==> config.mk <==
export PLATFORM = sky130hd
export DESIGN_NAME = mcod_decode
export DESIGN_NICKNAME = d
export VERILOG_FILES = /design/src/pkg/mcod_pkg.sv /design/src/core/mcod_slew_timer.sv /design/src/core/mcod_dram_store.sv /design/src/core/mcod_decode.sv
export VERILOG_INCLUDE_DIRS = /design/src /design/src/pkg
export SDC_FILE = /design/constraint.sdc
export NUM_CORES = 1
export LEC_CHECK = 0
export ABC_CLOCK_PERIOD_IN_PS = 2720
export BUFFER_PORTS_ARGS = -buffer_cell sky130_fd_sc_hd__buf_4
export CAP_MARGIN = 10
export CORE_UTILIZATION = 49
export CTS_BUF_LIST = sky130_fd_sc_hd__clkbuf_2
export CTS_CLUSTER_SIZE = 30
export DETAILED_ROUTE_END_ITERATION = 8
export MAX_ROUTING_LAYER = met4
export PLACE_DENSITY = 0.83
export SLEW_MARGIN = 10
export SYNTH_ARGS = -nofsm -noshare
export SYNTH_HDL_FRONTEND = slang
export SYNTH_SLANG_ARGS = --single-unit
==> constraint.sdc <==
create_clock -name clock -period 2.72 [get_ports clock]
set_clock_uncertainty 0.05 [all_clocks]
set_input_delay 0.136 -clock clock [delete_from_list [all_inputs] [get_ports clock]]
set_output_delay 0.136 -clock clock [all_outputs]
set_load 0.03 [all_outputs]
==> src/pkg/mcod_params.svh <==
/*
 * Constants of the microcore output instruction decoder: register offsets,
 * reset values, instruction masks and patterns, field positions and timing.
 * Assumes it is included by bare name after the package that holds the types.
 */
`ifndef MCOD_PARAMS_SVH
`define MCOD_PARAMS_SVH

// ****************************************************************
// Register word offsets on the Avalon-MM slave, decoded from address bits 7:2.
// ****************************************************************
`define MCOD_OFS_DRIVE_RIGHT 6'h00
`define MCOD_OFS_COMP_RIGHT 6'h01
`define MCOD_OFS_SHORTCUT 6'h02
`define MCOD_OFS_ADDR_BASE 6'h03
`define MCOD_OFS_DRIVE_STATE 6'h04
`define MCOD_OFS_MODE_STATE 6'h05
`define MCOD_OFS_FLAGS 6'h06

// ****************************************************************
// Reset values.
// ****************************************************************
`define MCOD_RST_DRIVE_RIGHT 12'h000
`define MCOD_RST_COMP_RIGHT 4'h0
`define MCOD_RST_SHORTCUT 12'hCCC
`define MCOD_RST_ADDR_BASE 6'h00
`define MCOD_RST_DRIVE 12'h000
`define MCOD_RST_COMP 4'h0
`define MCOD_RST_SLEW 1'b0
`define MCOD_RST_FLAGS 16'h0000

// ****************************************************************
// Instruction masks and patterns.
// ****************************************************************
`define MCOD_MASK_STO 16'hFFC0
`define MCOD_PAT_STO 16'h3480
`define MCOD_PAT_STOS 16'h3440
`define MCOD_MASK_STOC 16'hFFF8
`define MCOD_PAT_STOC 16'h3550
`define MCOD_MASK_SLEW 16'hFFFE
`define MCOD_PAT_SLEW 16'h3596
`define MCOD_MASK_FLAG 16'hFFE0
`define MCOD_PAT_FLAG 16'h3700
`define MCOD_MASK_STORE 16'hC003
`define MCOD_PAT_STORE 16'h8001

// ****************************************************************
// Field positions, target limits and timing counts.
// ****************************************************************
`define MCOD_F_TARGET_LSB 2
`define MCOD_F_COMP_SW 2
`define MCOD_F_STORE_MODE 13
`define MCOD_F_STORE_ADDR_LSB 2
`define MCOD_F_FLAG_LEVEL 4
`define MCOD_UNDEF_TARGET 4'hC
`define MCOD_SLEW_RISE_CYC 1
`define MCOD_SLEW_FALL_CYC 4

`endif

==> src/pkg/mcod_pkg.sv <==
/*
 * Types of the microcore output instruction decoder.
 * Assumes nothing of its surroundings.
 */
package mcod_pkg;

    typedef enum logic [1:0] {
        MCOD_KEEP = 2'h0,
        MCOD_OFF = 2'h1,
        MCOD_ON = 2'h2,
        MCOD_TOGGLE = 2'h3
    } mcod_drive_code_t;

    typedef struct packed {
        logic valid;
        logic [15:0] word;
        logic [15:0] src_value;
    } mcod_instr_t;

    typedef struct packed {
        logic we;
        logic [5:0] addr;
        logic [15:0] data;
    } mcod_dram_wr_t;

endpackage : mcod_pkg

==> src/core/mcod_slew_timer.sv <==
/*
 * Edge-speed timer: applies a fast request after the rise delay and a
 * normal request after the fall delay. Assumes set_fast and set_slow are
 * one-cycle pulses on the same clock and never high together.
 */
`timescale 1ns/100ps
`default_nettype none
`include "mcod_params.svh"

module mcod_slew_timer #(
    parameter int RISE_CYC = `MCOD_SLEW_RISE_CYC,
    parameter int FALL_CYC = `MCOD_SLEW_FALL_CYC
) (
    input wire logic clock,
    input wire logic rst,
    input wire logic ce,
    input wire logic set_fast,
    input wire logic set_slow,
    output logic fast_eff
);
    import mcod_pkg::*;

    logic [2:0] cnt;
    logic pend;

    always_ff @(posedge clock) begin
        if (rst) begin
            fast_eff <= `MCOD_RST_SLEW;
            cnt <= 3'h0;
            pend <= `MCOD_RST_SLEW;
        end else if (ce) begin
            if (set_fast || set_slow) begin
                pend <= set_fast;
                if ((set_fast ? RISE_CYC : FALL_CYC) == 1) begin
                    fast_eff <= set_fast;
                    cnt <= 3'h0;
                end else begin
                    cnt <= 3'((set_fast ? RISE_CYC : FALL_CYC) - 1);
                end
            end else if (cnt != 3'h0) begin
                cnt <= cnt - 3'h1;
                if (cnt == 3'h1) begin
                    fast_eff <= pend;
                end
            end
        end
    end
endmodule : mcod_slew_timer
`default_nettype wire

==> src/core/mcod_dram_store.sv <==
/*
 * Data RAM store stage: forms the line address in immediate or indexed
 * mode and registers a one-cycle write. Assumes the RAM takes the write
 * on the cycle that we is high.
 */
`timescale 1ns/100ps
`default_nettype none
`include "mcod_params.svh"

module mcod_dram_store (
    input wire logic clock,
    input wire logic rst,
    input wire logic ce,
    input wire logic exec,
    input wire logic indexed,
    input wire logic [5:0] line,
    input wire logic [5:0] base,
    input wire logic [15:0] data,
    output mcod_pkg::mcod_dram_wr_t wr
);
    import mcod_pkg::*;

    always_ff @(posedge clock) begin
        if (rst) begin
            wr <= '0;
        end else if (ce) begin
            wr.we <= exec;
            if (exec) begin
                wr.addr <= indexed ? 6'(line + base) : line;
                wr.data <= data;
            end
        end
    end
endmodule : mcod_dram_store
`default_nettype wire

==> src/core/mcod_decode.sv <==
/*
 * Microcore output instruction decoder: executes the single-output,
 * shortcut-output, offset-compensation, data RAM store, edge-speed and
 * status-bit instructions. Rights, shortcuts and the address base are
 * programmed over an Avalon-MM slave with waitrequest.
 * Assumes the sequencer presents one instruction word per valid cycle on
 * the same clock, with the value of its source register beside it.
 */
`timescale 1ns/100ps
`default_nettype none
`include "mcod_params.svh"

module mcod_decode (
    input wire logic clock,
    input wire logic rst,
    input wire logic ce,
    input wire mcod_pkg::mcod_instr_t instr,
    input wire logic [7:0] avs_address,
    input wire logic avs_read,
    input wire logic avs_write,
    input wire logic [31:0] avs_writedata,
    input wire logic [3:0] avs_byteenable,
    output logic [31:0] avs_readdata,
    output logic avs_waitrequest,
    output logic [4:0] hs_drive,
    output logic [6:0] ls_drive,
    output logic [3:0] comp_enable,
    output logic edge_speed_fast,
    output mcod_pkg::mcod_dram_wr_t dram_wr,
    output logic [15:0] flags
);
    import mcod_pkg::*;

    // ****************************************************************
    // Helper functions.
    // ****************************************************************
    function automatic logic opcode_hit(input logic [15:0] w, input logic [15:0] mask,
                                        input logic [15:0] pat);
        return (w & mask) == pat;
    endfunction : opcode_hit

    function automatic logic apply_code(input logic cur, input logic [1:0] code);
        unique case (mcod_drive_code_t'(code))
            MCOD_KEEP: return cur;
            MCOD_OFF: return 1'b0;
            MCOD_ON: return 1'b1;
            MCOD_TOGGLE: return !cur;
        endcase
    endfunction : apply_code

    function automatic logic [31:0] byte_merge(input logic [31:0] old, input logic [31:0] wd,
                                               input logic [3:0] be);
        logic [31:0] res;
        res = old;
        for (int b = 0; b < 4; b++) begin
            if (be[b]) begin
                res[8*b +: 8] = wd[8*b +: 8];
            end
        end
        return res;
    endfunction : byte_merge

    // ****************************************************************
    // Architectural state.
    // ****************************************************************
    logic [11:0] drive_right_config;
    logic [3:0] comp_right;
    logic [11:0] shortcut_cfg;
    logic [5:0] addr_base;
    logic [11:0] drive;
    logic [11:0] next_drive;
    logic edge_speed_select;
    logic [31:0] rd_word;
    logic [31:0] wr_word;
    logic bus_wr;

    assign hs_drive = drive[4:0];
    assign ls_drive = drive[11:5];

    // ****************************************************************
    // Instruction decode.
    // ****************************************************************
    logic exec;
    logic is_sto;
    logic is_stos;
    logic is_stoc;
    logic is_slew;
    logic is_flag;
    logic is_store;
    logic [3:0] target_driver_select;
    logic [1:0] sto_code;
    logic [1:0] comp_block_select;
    logic comp_sw;
    logic [3:0] flag_bit_index;
    logic flag_level;
    logic sto_ok;
    logic slew_ok;
    logic sel_bit_now;

    assign exec = ce && instr.valid;
    assign is_sto = exec && opcode_hit(instr.word, `MCOD_MASK_STO, `MCOD_PAT_STO);
    assign is_stos = exec && opcode_hit(instr.word, `MCOD_MASK_STO, `MCOD_PAT_STOS);
    assign is_stoc = exec && opcode_hit(instr.word, `MCOD_MASK_STOC, `MCOD_PAT_STOC);
    assign is_slew = exec && opcode_hit(instr.word, `MCOD_MASK_SLEW, `MCOD_PAT_SLEW);
    assign is_flag = exec && opcode_hit(instr.word, `MCOD_MASK_FLAG, `MCOD_PAT_FLAG);
    assign is_store = exec && opcode_hit(instr.word, `MCOD_MASK_STORE, `MCOD_PAT_STORE);

    assign target_driver_select = instr.word[`MCOD_F_TARGET_LSB +: 4];
    assign sto_code = instr.word[1:0];
    assign comp_block_select = instr.word[1:0];
    assign comp_sw = instr.word[`MCOD_F_COMP_SW];
    assign flag_bit_index = instr.word[3:0];
    assign flag_level = instr.word[`MCOD_F_FLAG_LEVEL];
    assign sel_bit_now = drive[target_driver_select];

    // Codes at or above the undefined value address nothing.
    assign sto_ok = target_driver_select < `MCOD_UNDEF_TARGET
        && drive_right_config[target_driver_select];

    // Edge speed affects every output, so every drive right is needed.
    assign slew_ok = &drive_right_config;

    // ****************************************************************
    // Pre-driver output state.
    // ****************************************************************
    always_comb begin
        next_drive = drive;
        if (is_sto && sto_ok) begin
            next_drive[target_driver_select] = apply_code(drive[target_driver_select], sto_code);
        end
        if (is_stos) begin
            for (int k = 0; k < 3; k++) begin
                if (shortcut_cfg[4*k +: 4] < `MCOD_UNDEF_TARGET
                    && drive_right_config[shortcut_cfg[4*k +: 4]]) begin
                    next_drive[shortcut_cfg[4*k +: 4]] =
                        apply_code(drive[shortcut_cfg[4*k +: 4]], instr.word[4-2*k +: 2]);
                end
            end
        end
    end

    always_ff @(posedge clock) begin
        if (rst) begin
            drive <= `MCOD_RST_DRIVE;
        end else if (ce) begin
            drive <= next_drive;
        end
    end

    // ****************************************************************
    // Offset compensation enables.
    // ****************************************************************
    always_ff @(posedge clock) begin
        if (rst) begin
            comp_enable <= `MCOD_RST_COMP;
        end else if (is_stoc && comp_right[comp_block_select]) begin
            comp_enable[comp_block_select] <= comp_sw;
        end
    end

    // ****************************************************************
    // Edge speed selection and its delayed effect.
    // ****************************************************************
    always_ff @(posedge clock) begin
        if (rst) begin
            edge_speed_select <= `MCOD_RST_SLEW;
        end else if (is_slew && slew_ok) begin
            edge_speed_select <= instr.word[0];
        end
    end

    mcod_slew_timer #(
        .RISE_CYC(`MCOD_SLEW_RISE_CYC),
        .FALL_CYC(`MCOD_SLEW_FALL_CYC)
    ) u_slew (
        .clock(clock),
        .rst(rst),
        .ce(ce),
        .set_fast(is_slew && slew_ok && instr.word[0]),
        .set_slow(is_slew && slew_ok && !instr.word[0]),
        .fast_eff(edge_speed_fast)
    );

    // ****************************************************************
    // Status register bit writes.
    // ****************************************************************
    always_ff @(posedge clock) begin
        if (rst) begin
            flags <= `MCOD_RST_FLAGS;
        end else if (is_flag) begin
            flags[flag_bit_index] <= flag_level;
        end
    end

    // ****************************************************************
    // Data RAM store.
    // ****************************************************************
    mcod_dram_store u_store (
        .clock(clock),
        .rst(rst),
        .ce(ce),
        .exec(is_store),
        .indexed(instr.word[`MCOD_F_STORE_MODE]),
        .line(instr.word[`MCOD_F_STORE_ADDR_LSB +: 6]),
        .base(addr_base),
        .data(instr.src_value),
        .wr(dram_wr)
    );

    // ****************************************************************
    // Avalon-MM register slave.
    // ****************************************************************
    always_comb begin
        rd_word = 32'h0000_0000;
        unique case (avs_address[7:2])
            `MCOD_OFS_DRIVE_RIGHT: rd_word[11:0] = drive_right_config;
            `MCOD_OFS_COMP_RIGHT: rd_word[3:0] = comp_right;
            `MCOD_OFS_SHORTCUT: rd_word[11:0] = shortcut_cfg;
            `MCOD_OFS_ADDR_BASE: rd_word[5:0] = addr_base;
            `MCOD_OFS_DRIVE_STATE: rd_word[11:0] = drive;
            `MCOD_OFS_MODE_STATE: rd_word[5:0] = {edge_speed_select, edge_speed_fast, comp_enable};
            `MCOD_OFS_FLAGS: rd_word[15:0] = flags;
            default: rd_word = 32'h0000_0000;
        endcase
    end

    assign wr_word = byte_merge(rd_word, avs_writedata, avs_byteenable);
    assign bus_wr = ce && avs_write && !avs_waitrequest;

    // Every access waits exactly one cycle; read data are captured then.
    always_ff @(posedge clock) begin
        if (rst) begin
            avs_waitrequest <= 1'b1;
            avs_readdata <= 32'h0000_0000;
        end else if (ce) begin
            avs_waitrequest <= !((avs_read || avs_write) && avs_waitrequest);
            if (avs_read && avs_waitrequest) begin
                avs_readdata <= rd_word;
            end
        end
    end

    always_ff @(posedge clock) begin
        if (rst) begin
            drive_right_config <= `MCOD_RST_DRIVE_RIGHT;
            comp_right <= `MCOD_RST_COMP_RIGHT;
            shortcut_cfg <= `MCOD_RST_SHORTCUT;
            addr_base <= `MCOD_RST_ADDR_BASE;
        end else if (bus_wr) begin
            unique case (avs_address[7:2])
                `MCOD_OFS_DRIVE_RIGHT: drive_right_config <= wr_word[11:0];
                `MCOD_OFS_COMP_RIGHT: comp_right <= wr_word[3:0];
                `MCOD_OFS_SHORTCUT: shortcut_cfg <= wr_word[11:0];
                `MCOD_OFS_ADDR_BASE: addr_base <= wr_word[5:0];
                default: ;
            endcase
        end
    end
endmodule : mcod_decode
`default_nettype wire

==> results.sh, run 1 <==
export IMPL_ir_drop_mv=0.210
export IMPL_critPathCaptureType="flip-flop"
export IMPL_synth_area_leaders="dfxtp_1 31%, mux2i_1 10%, nor2_1 6.8%, nand2_1 4.8%, mux4_2 4.6%"
export IMPL_slew_violations=0
export IMPL_clock_path_buffers=2
export IMPL_n_fill_cell=1193
export IMPL_p_leak_uw=0.00376
export IMPL_clock_fmax_mhz=380
export IMPL_critPathKind="reg -> reg"
export IMPL_path_depth=6
export IMPL_min_delay_start="avs_address[4]"
export IMPL_muxShareOfSynthArea_pct=17.2
export IMPL_synth_edf_count=0
export IMPL_yosysSeqAreaShare_pct=30.7
export IMPL_yosys_area_share_xor_xnor_pct=0.480
export IMPL_cts_resized_gates=0
export IMPL_seqPwrFrac_pct=53.3
export IMPL_num_rows=44
export IMPL_finalHoldViolCount=0
export IMPL_hp_class="in -> reg"
export IMPL_yosysTopAreaCell="dfxtp_1"
export IMPL_drc=0
export IMPL_coreArea_um2=14500
export IMPL_syn_inst=895
export IMPL_drtIter0Drc=806
export IMPL_dpl_cell_area_um2=8530
export IMPL_grt_pass1_wl_mm=39.6
export IMPL_place_congestion=1.02
export IMPL_regToRegEndpoint="drive[1]"
export IMPL_cts_buffers=9
export IMPL_critPathBufInv=0
export IMPL_crit_fanout=12
export IMPL_wl_mm=26.7
export IMPL_rsz0062_at_grt="no"
export IMPL_die_x_um=124
export IMPL_dieArea_um2=15400
export IMPL_stdcell_area_um2=9330
export IMPL_synth_compound_area_share_pct=16.8
export IMPL_grt_start_max_net_pins=73
export IMPL_multi_input_area_um2=4680
export IMPL_cp_required_ps=3310
export IMPL_internal_power_uw=2160
export IMPL_power_density_nw_per_um2=347
export IMPL_pwr_share_clk_pct=24.7
export IMPL_reg2regPathDepth=6
export IMPL_finalSetupTns_ps=0
export IMPL_switchingPower_uw=1080
export IMPL_power_uw=3240
export IMPL_worstSkewPairLatency_ps=710
export IMPL_avgSynthCellArea_um2=8.16
export IMPL_synthTopCellsByCount="132 x nor2_1, 112 x dfxtp_1, 94 x nand2_1, 76 x mux2i_1, 61 x a21oi_1"
export IMPL_ant_nets=0
export IMPL_htree_num_levels=3
export IMPL_wl_per_cell_um=20.9
export IMPL_ys_flop_type="dfxtp_1"
export IMPL_status="complete, no violations"
export IMPL_dp_hpwl_mm=18.8
export IMPL_yosys_area_share_simple_pct=27.1
export IMPL_grtUsageTotal_pct=35.7
export IMPL_cts_root_buf="clkbuf_2"
export IMPL_maxCapViolCount=0
export IMPL_detail_route_vias_per_cell=6.17
export IMPL_fin_crit_ps=2630
export IMPL_synth_fa_ha_area_share_pct=1.64
export IMPL_path_clk_slew_ps=320
export IMPL_grt_ovfl_total=0
export IMPL_worstPathArrival_ps=3230
export IMPL_synth_top_area_share_pct=30.7
export IMPL_vias=7891
export IMPL_tightestPinTransition_ps=820
export IMPL_grt_pass1_vias=7332
export IMPL_worstPathCellList="mux2_1, o22ai_1, o41a_1, a211o_1, a221o_1, a31o_1"
export IMPL_dr_pass1_iters=6
export IMPL_crit_slowest_cell="dfxtp_1"
export IMPL_path_delay_family="compound AO/OA/AOI/OAI gates"
export IMPL_p_sw_share_pct=33.4
export IMPL_io_pins=171
export IMPL_nets=1179
export IMPL_drive_above_1_share_pct=21.6
export IMPL_ys_async_sr_fraction_pct=0
export IMPL_finalCritPeriodShare_pct=96.9
export IMPL_crit_reg2reg_launch="drive[9]"
export IMPL_numClockSinks=112
export IMPL_setup_viol=0
export IMPL_fp_dieH_um=124
export IMPL_port_buffers=130
export IMPL_tritoncts="yes"
export IMPL_synth_most_common_cell="nor2_1"
export IMPL_hold_depth=6
export IMPL_yosysWarnings=0
export IMPL_combPwrFrac_pct=21.9
export IMPL_ys_types=82
export IMPL_hold_path_end="avs_readdata[3]"
export IMPL_slew_headroom_pct=45.4
export IMPL_area_growth_syn_to_layout_pct=27.8
export IMPL_start_util_pct=50.2
export IMPL_syn_area_um2=7300
export IMPL_startpoint_type="flip-flop"
export IMPL_crit_path_start="drive[9]"
export IMPL_final_seq_area_um2=2240
export IMPL_critPathMaxStageDelay_ps=690
export IMPL_rrSetupSlack_ps=90
export IMPL_synth_top_family_by_area="simple AND/OR/NAND/NOR gates"
export IMPL_antenna_found_initial=1
export IMPL_yosys_register_bits=112
state kept, by name, indices dropped and copies added, names as in the netlist, 3 cells and up:
| signal | flops |
|---|---|
| u_store.wr | 23 |
| avs_readdata | 16 |
| flags | 16 |
| drive | 12 |
| drive_right_config | 12 |
| shortcut_cfg | 12 |
| addr_base | 6 |
| comp_enable | 4 |
| comp_right | 4 |
| u_slew.cnt | 3 |
worst reg2reg max path, stage by stage, from the launching register on:
cell	delay (ps)
dfxtp_1	690
mux2_1	220
o22ai_1	110
o41a_1	630
a211o_1	360
a221o_1	330
a31o_1	200
cells by family (layout without fill, tap and decap cells):
group / Yosys count / after routing
mux: 105 / 105
fa+ha+maj: 9 / 9
flops: 112 / 112
xor+xnor: 4 / 4
other cells: 1 / 17
buf+inv: 92 / 275
compound gates: 175 / 175
simple gates: 397 / 397
worst max-delay path by stage:
stage / slack, ps / to
2_1_floorplan: 400 / drive[0]
3_3_place_gp: 250 / drive[1]
3_5_place_dp: 230 / drive[1]
4_1_cts: 180 / drive[1]
5_1_grt: 30 / shortcut_cfg[9]
6_report: 90 / drive[1]
power by group through the flow:
stage                     Sequential, µW  Combinational [µW]  Clock, µW
after floorplan                     1780                 388          0
after global placement              1750                 609          0
after detailed placement            1750                 622          0
after CTS                           1730                 691        805
after global routing                1740                 769        880
final                               1730                 711        801
timing repair:
action                                  in CTS  in global routing
endpoints found under the setup margin       0                  0
hold endpoints to repair                    91                  1
hold buffers                                66                  2
buffers inserted                             0                  0
metal layers:
metal	track usage (%)	vias up	part of all wire, %
met4	19.6	0	4.7
met1	41.9	3657	38
met5	-	-	0
met2	56.6	512	47
li1	-	3604	-
met3	7.83	118	11
per-stage QoR:
step                      std cells  worst slack [ps]  util, %  hold WS [ps]
after floorplan                 910               400        -           222
after global placement         1193               249     58.7           341
final                          1278              85.5     64.2          12.5
after CTS                      1275               184     64.0          12.2
after global routing           1278              26.6     64.2          20.0
after detailed placement       1193               225     58.7           343
layout make-up:
type                       instances  share of cell area (%)
tap                              184                    2.47
timing repair buffer             244                    21.5
clock buffer                       9                   0.483
multi-input combinational        706                    50.1
sequential                       112                    24.0
clock inverter                     7                   0.791
inverter                          15                   0.603
antenna                            1                  0.0268
placed cells by master (no fill, tap or decap), drive strengths merged, types with 8 or more instances in the layout:
cell type	synthesis	layout
mux4	15	15
nor2	133	133
mux2	14	14
nor3	28	28
nand3	36	36
a211o	9	9
a21oi	62	62
o21ai	18	18
buf	35	176
and3	8	8
a211oi	13	13
nand2b	16	16
mux2i	76	76
ha	8	8
inv	15	18
nand4	9	9
clkbuf	42	9
conb	1	16
nor2b	16	16
dfxtp	112	112
nand2	95	95
dlygate4sd3	0	68
(Power assumes the default switching activity.)
==> run 2, diff against run 1 <==
==> constraint.sdc (replaced) <==
create_clock -name clock -period 2.72 [get_ports clock]
set_clock_uncertainty 0.05 [all_clocks]
set_input_delay 0.68 -clock clock [delete_from_list [all_inputs] [get_ports clock]]
set_output_delay 0.68 -clock clock [all_outputs]
set_load 0.03 [all_outputs]
==> results.sh, run 2 (synthesis gave the netlist of run 1 again) <==
export IMPL_status="complete, no violations"
export IMPL_hp_class="in -> reg"
export IMPL_largest_reg_flops=23
export IMPL_tightestPinTransition_ps=652
export IMPL_rsz0062_at_grt="no"
export IMPL_maxCapViolCount=0
export IMPL_finalSetupTns_ps=0
export IMPL_cts_setup_buffers=0
export IMPL_setup_viol=0
export IMPL_drive_above_1_share_pct=26.2
export IMPL_critPathKind="reg -> reg"
export IMPL_place_congestion=1.06
export IMPL_start_util_pct=50.2
export IMPL_worstSkewPairLatency_ps=710
export IMPL_wl_per_cell_um=19.7
export IMPL_pwr_share_clk_pct=24.7
export IMPL_grtUsageTotal_pct=32.7
export IMPL_antenna_found_initial=0
export IMPL_fin_crit_ps=2590
export IMPL_worstPathArrival_ps=3220
export IMPL_combPwrFrac_pct=21.1
export IMPL_slew_violations=0
export IMPL_switchingPower_uw=1060
export IMPL_vias=7695
export IMPL_die_x_um=124
export IMPL_startpoint_type="flip-flop"
export IMPL_tritoncts="yes"
export IMPL_cts_root_buf="clkbuf_2"
export IMPL_dp_hpwl_mm=18.8
export IMPL_ir_drop_mv=0.283
export IMPL_drtIter0Drc=909
export IMPL_finalHoldViolCount=0
export IMPL_port_buffers=130
export IMPL_layout_cells_non_filler=1253
export IMPL_power_density_nw_per_um2=355
export IMPL_dp_cells=1237
export IMPL_seqPwrFrac_pct=54.2
export IMPL_critPathCaptureType="flip-flop"
export IMPL_grt_pass1_vias=6919
export IMPL_final_common_cell="buf_4"
export IMPL_nets=1155
export IMPL_num_rows=44
export IMPL_n_fill_cell=1294
export IMPL_clock_path_buffers=2
export IMPL_fin_hold_ws_ps=127
export IMPL_path_clk_slew_ps=370
export IMPL_p_leak_uw=0.00366
export IMPL_area_growth_syn_to_layout_pct=23.0
export IMPL_io_pins=171
export IMPL_htree_num_levels=3
export IMPL_postCtsHoldBufs=0
export IMPL_pre_cts_ws_ps=-131
export IMPL_ant_nets=0
export IMPL_drc=0
export IMPL_coreArea_um2=14500
export IMPL_slew_headroom_pct=56.1
export IMPL_finalCritPeriodShare_pct=95.2
export IMPL_cts_resized_gates=0
export IMPL_p_sw_share_pct=33.1
export IMPL_fp_dieH_um=124
export IMPL_cts_buffers=9
export IMPL_internal_power_uw=2130
export IMPL_dieArea_um2=15400
export IMPL_largest_register="u_store.wr"
export IMPL_grt_pass1_wl_mm=36.5
export IMPL_largestRegisters="u_store.wr x23, avs_readdata x16, flags x16"
export IMPL_clock_fmax_mhz=386
export IMPL_dr_pass1_iters=6
export IMPL_wl_mm=24.6
export IMPL_grt_start_max_net_pins=94
export IMPL_cp_required_ps=3350
export IMPL_final_cell_mix="219 x buf_4, 132 x nor2_1, 112 x dfxtp_1, 94 x nand2_1, 76 x mux2i_1"
export IMPL_grt_ovfl_total=0
export IMPL_fin_ws_ps=131
export IMPL_crit_fanout=6
export IMPL_power_uw=3190
export IMPL_antenna_cells=0
export IMPL_detail_route_vias_per_cell=6.14
export IMPL_numClockSinks=112
==> run 2: worst paths after layout <==
path                            slack, ps               end  cells past startpoint             start
worst min register to register        420  avs_readdata[13]                      2  avs_readdata[13]
worst max register to register        130          drive[1]                      7          drive[1]
worst max-delay path                  130          drive[1]                      7          drive[1]
worst min-delay path                  130     u_store.wr[2]                      3          instr[2]
==> run 2: layer usage <==
metal / vias up / track usage (%) / wire [µm]
li1: 3559 / - / -
met1: 3562 / 39.2 / 9600
met2: 475 / 51.7 / 11300
met3: 99 / 7.37 / 2650
met4: 0 / 15.9 / 1030
met5: - / - / 0
==> run 2: area by class of cell <==
cell class	instances	area, µm²	area share, %
Clock buffer	10	50.0	0.557
Clock inverter	6	60.1	0.669
Inverter	15	56.3	0.627
Multi-Input combinational cell	706	4680	52.1
Sequential cell	112	2240	25.0
Tap cell	184	230	2.56
Timing Repair Buffer	220	1660	18.5
==> run 2: power by group through the flow <==
stage | sequential [µW] | clock, µW | combinational, µW
finish | 1730 | 790 | 673
global route | 1730 | 856 | 729
CTS | 1730 | 803 | 669
detailed placement | 1750 | 0 | 667
global placement | 1750 | 0 | 650
floorplan | 1780 | 0 | 388
==> run 2: worst max-delay path, stage by stage (launching register included) <==
cell and delay, ps:
dfxtp_1 700, mux4_2 330, nor2_1 50, a221oi_2 290
mux2i_1 400, a32oi_1 180, a221o_1 350, a31o_1 210
==> run 2: per-stage QoR <==
step	utilization, %	cell area, µm²
6_report	61.8	8980
5_1_grt	61.8	8980
4_1_cts	61.8	8980
3_5_place_dp	61.0	8870
3_3_place_gp	61.0	8870
2_1_floorplan	-	7360
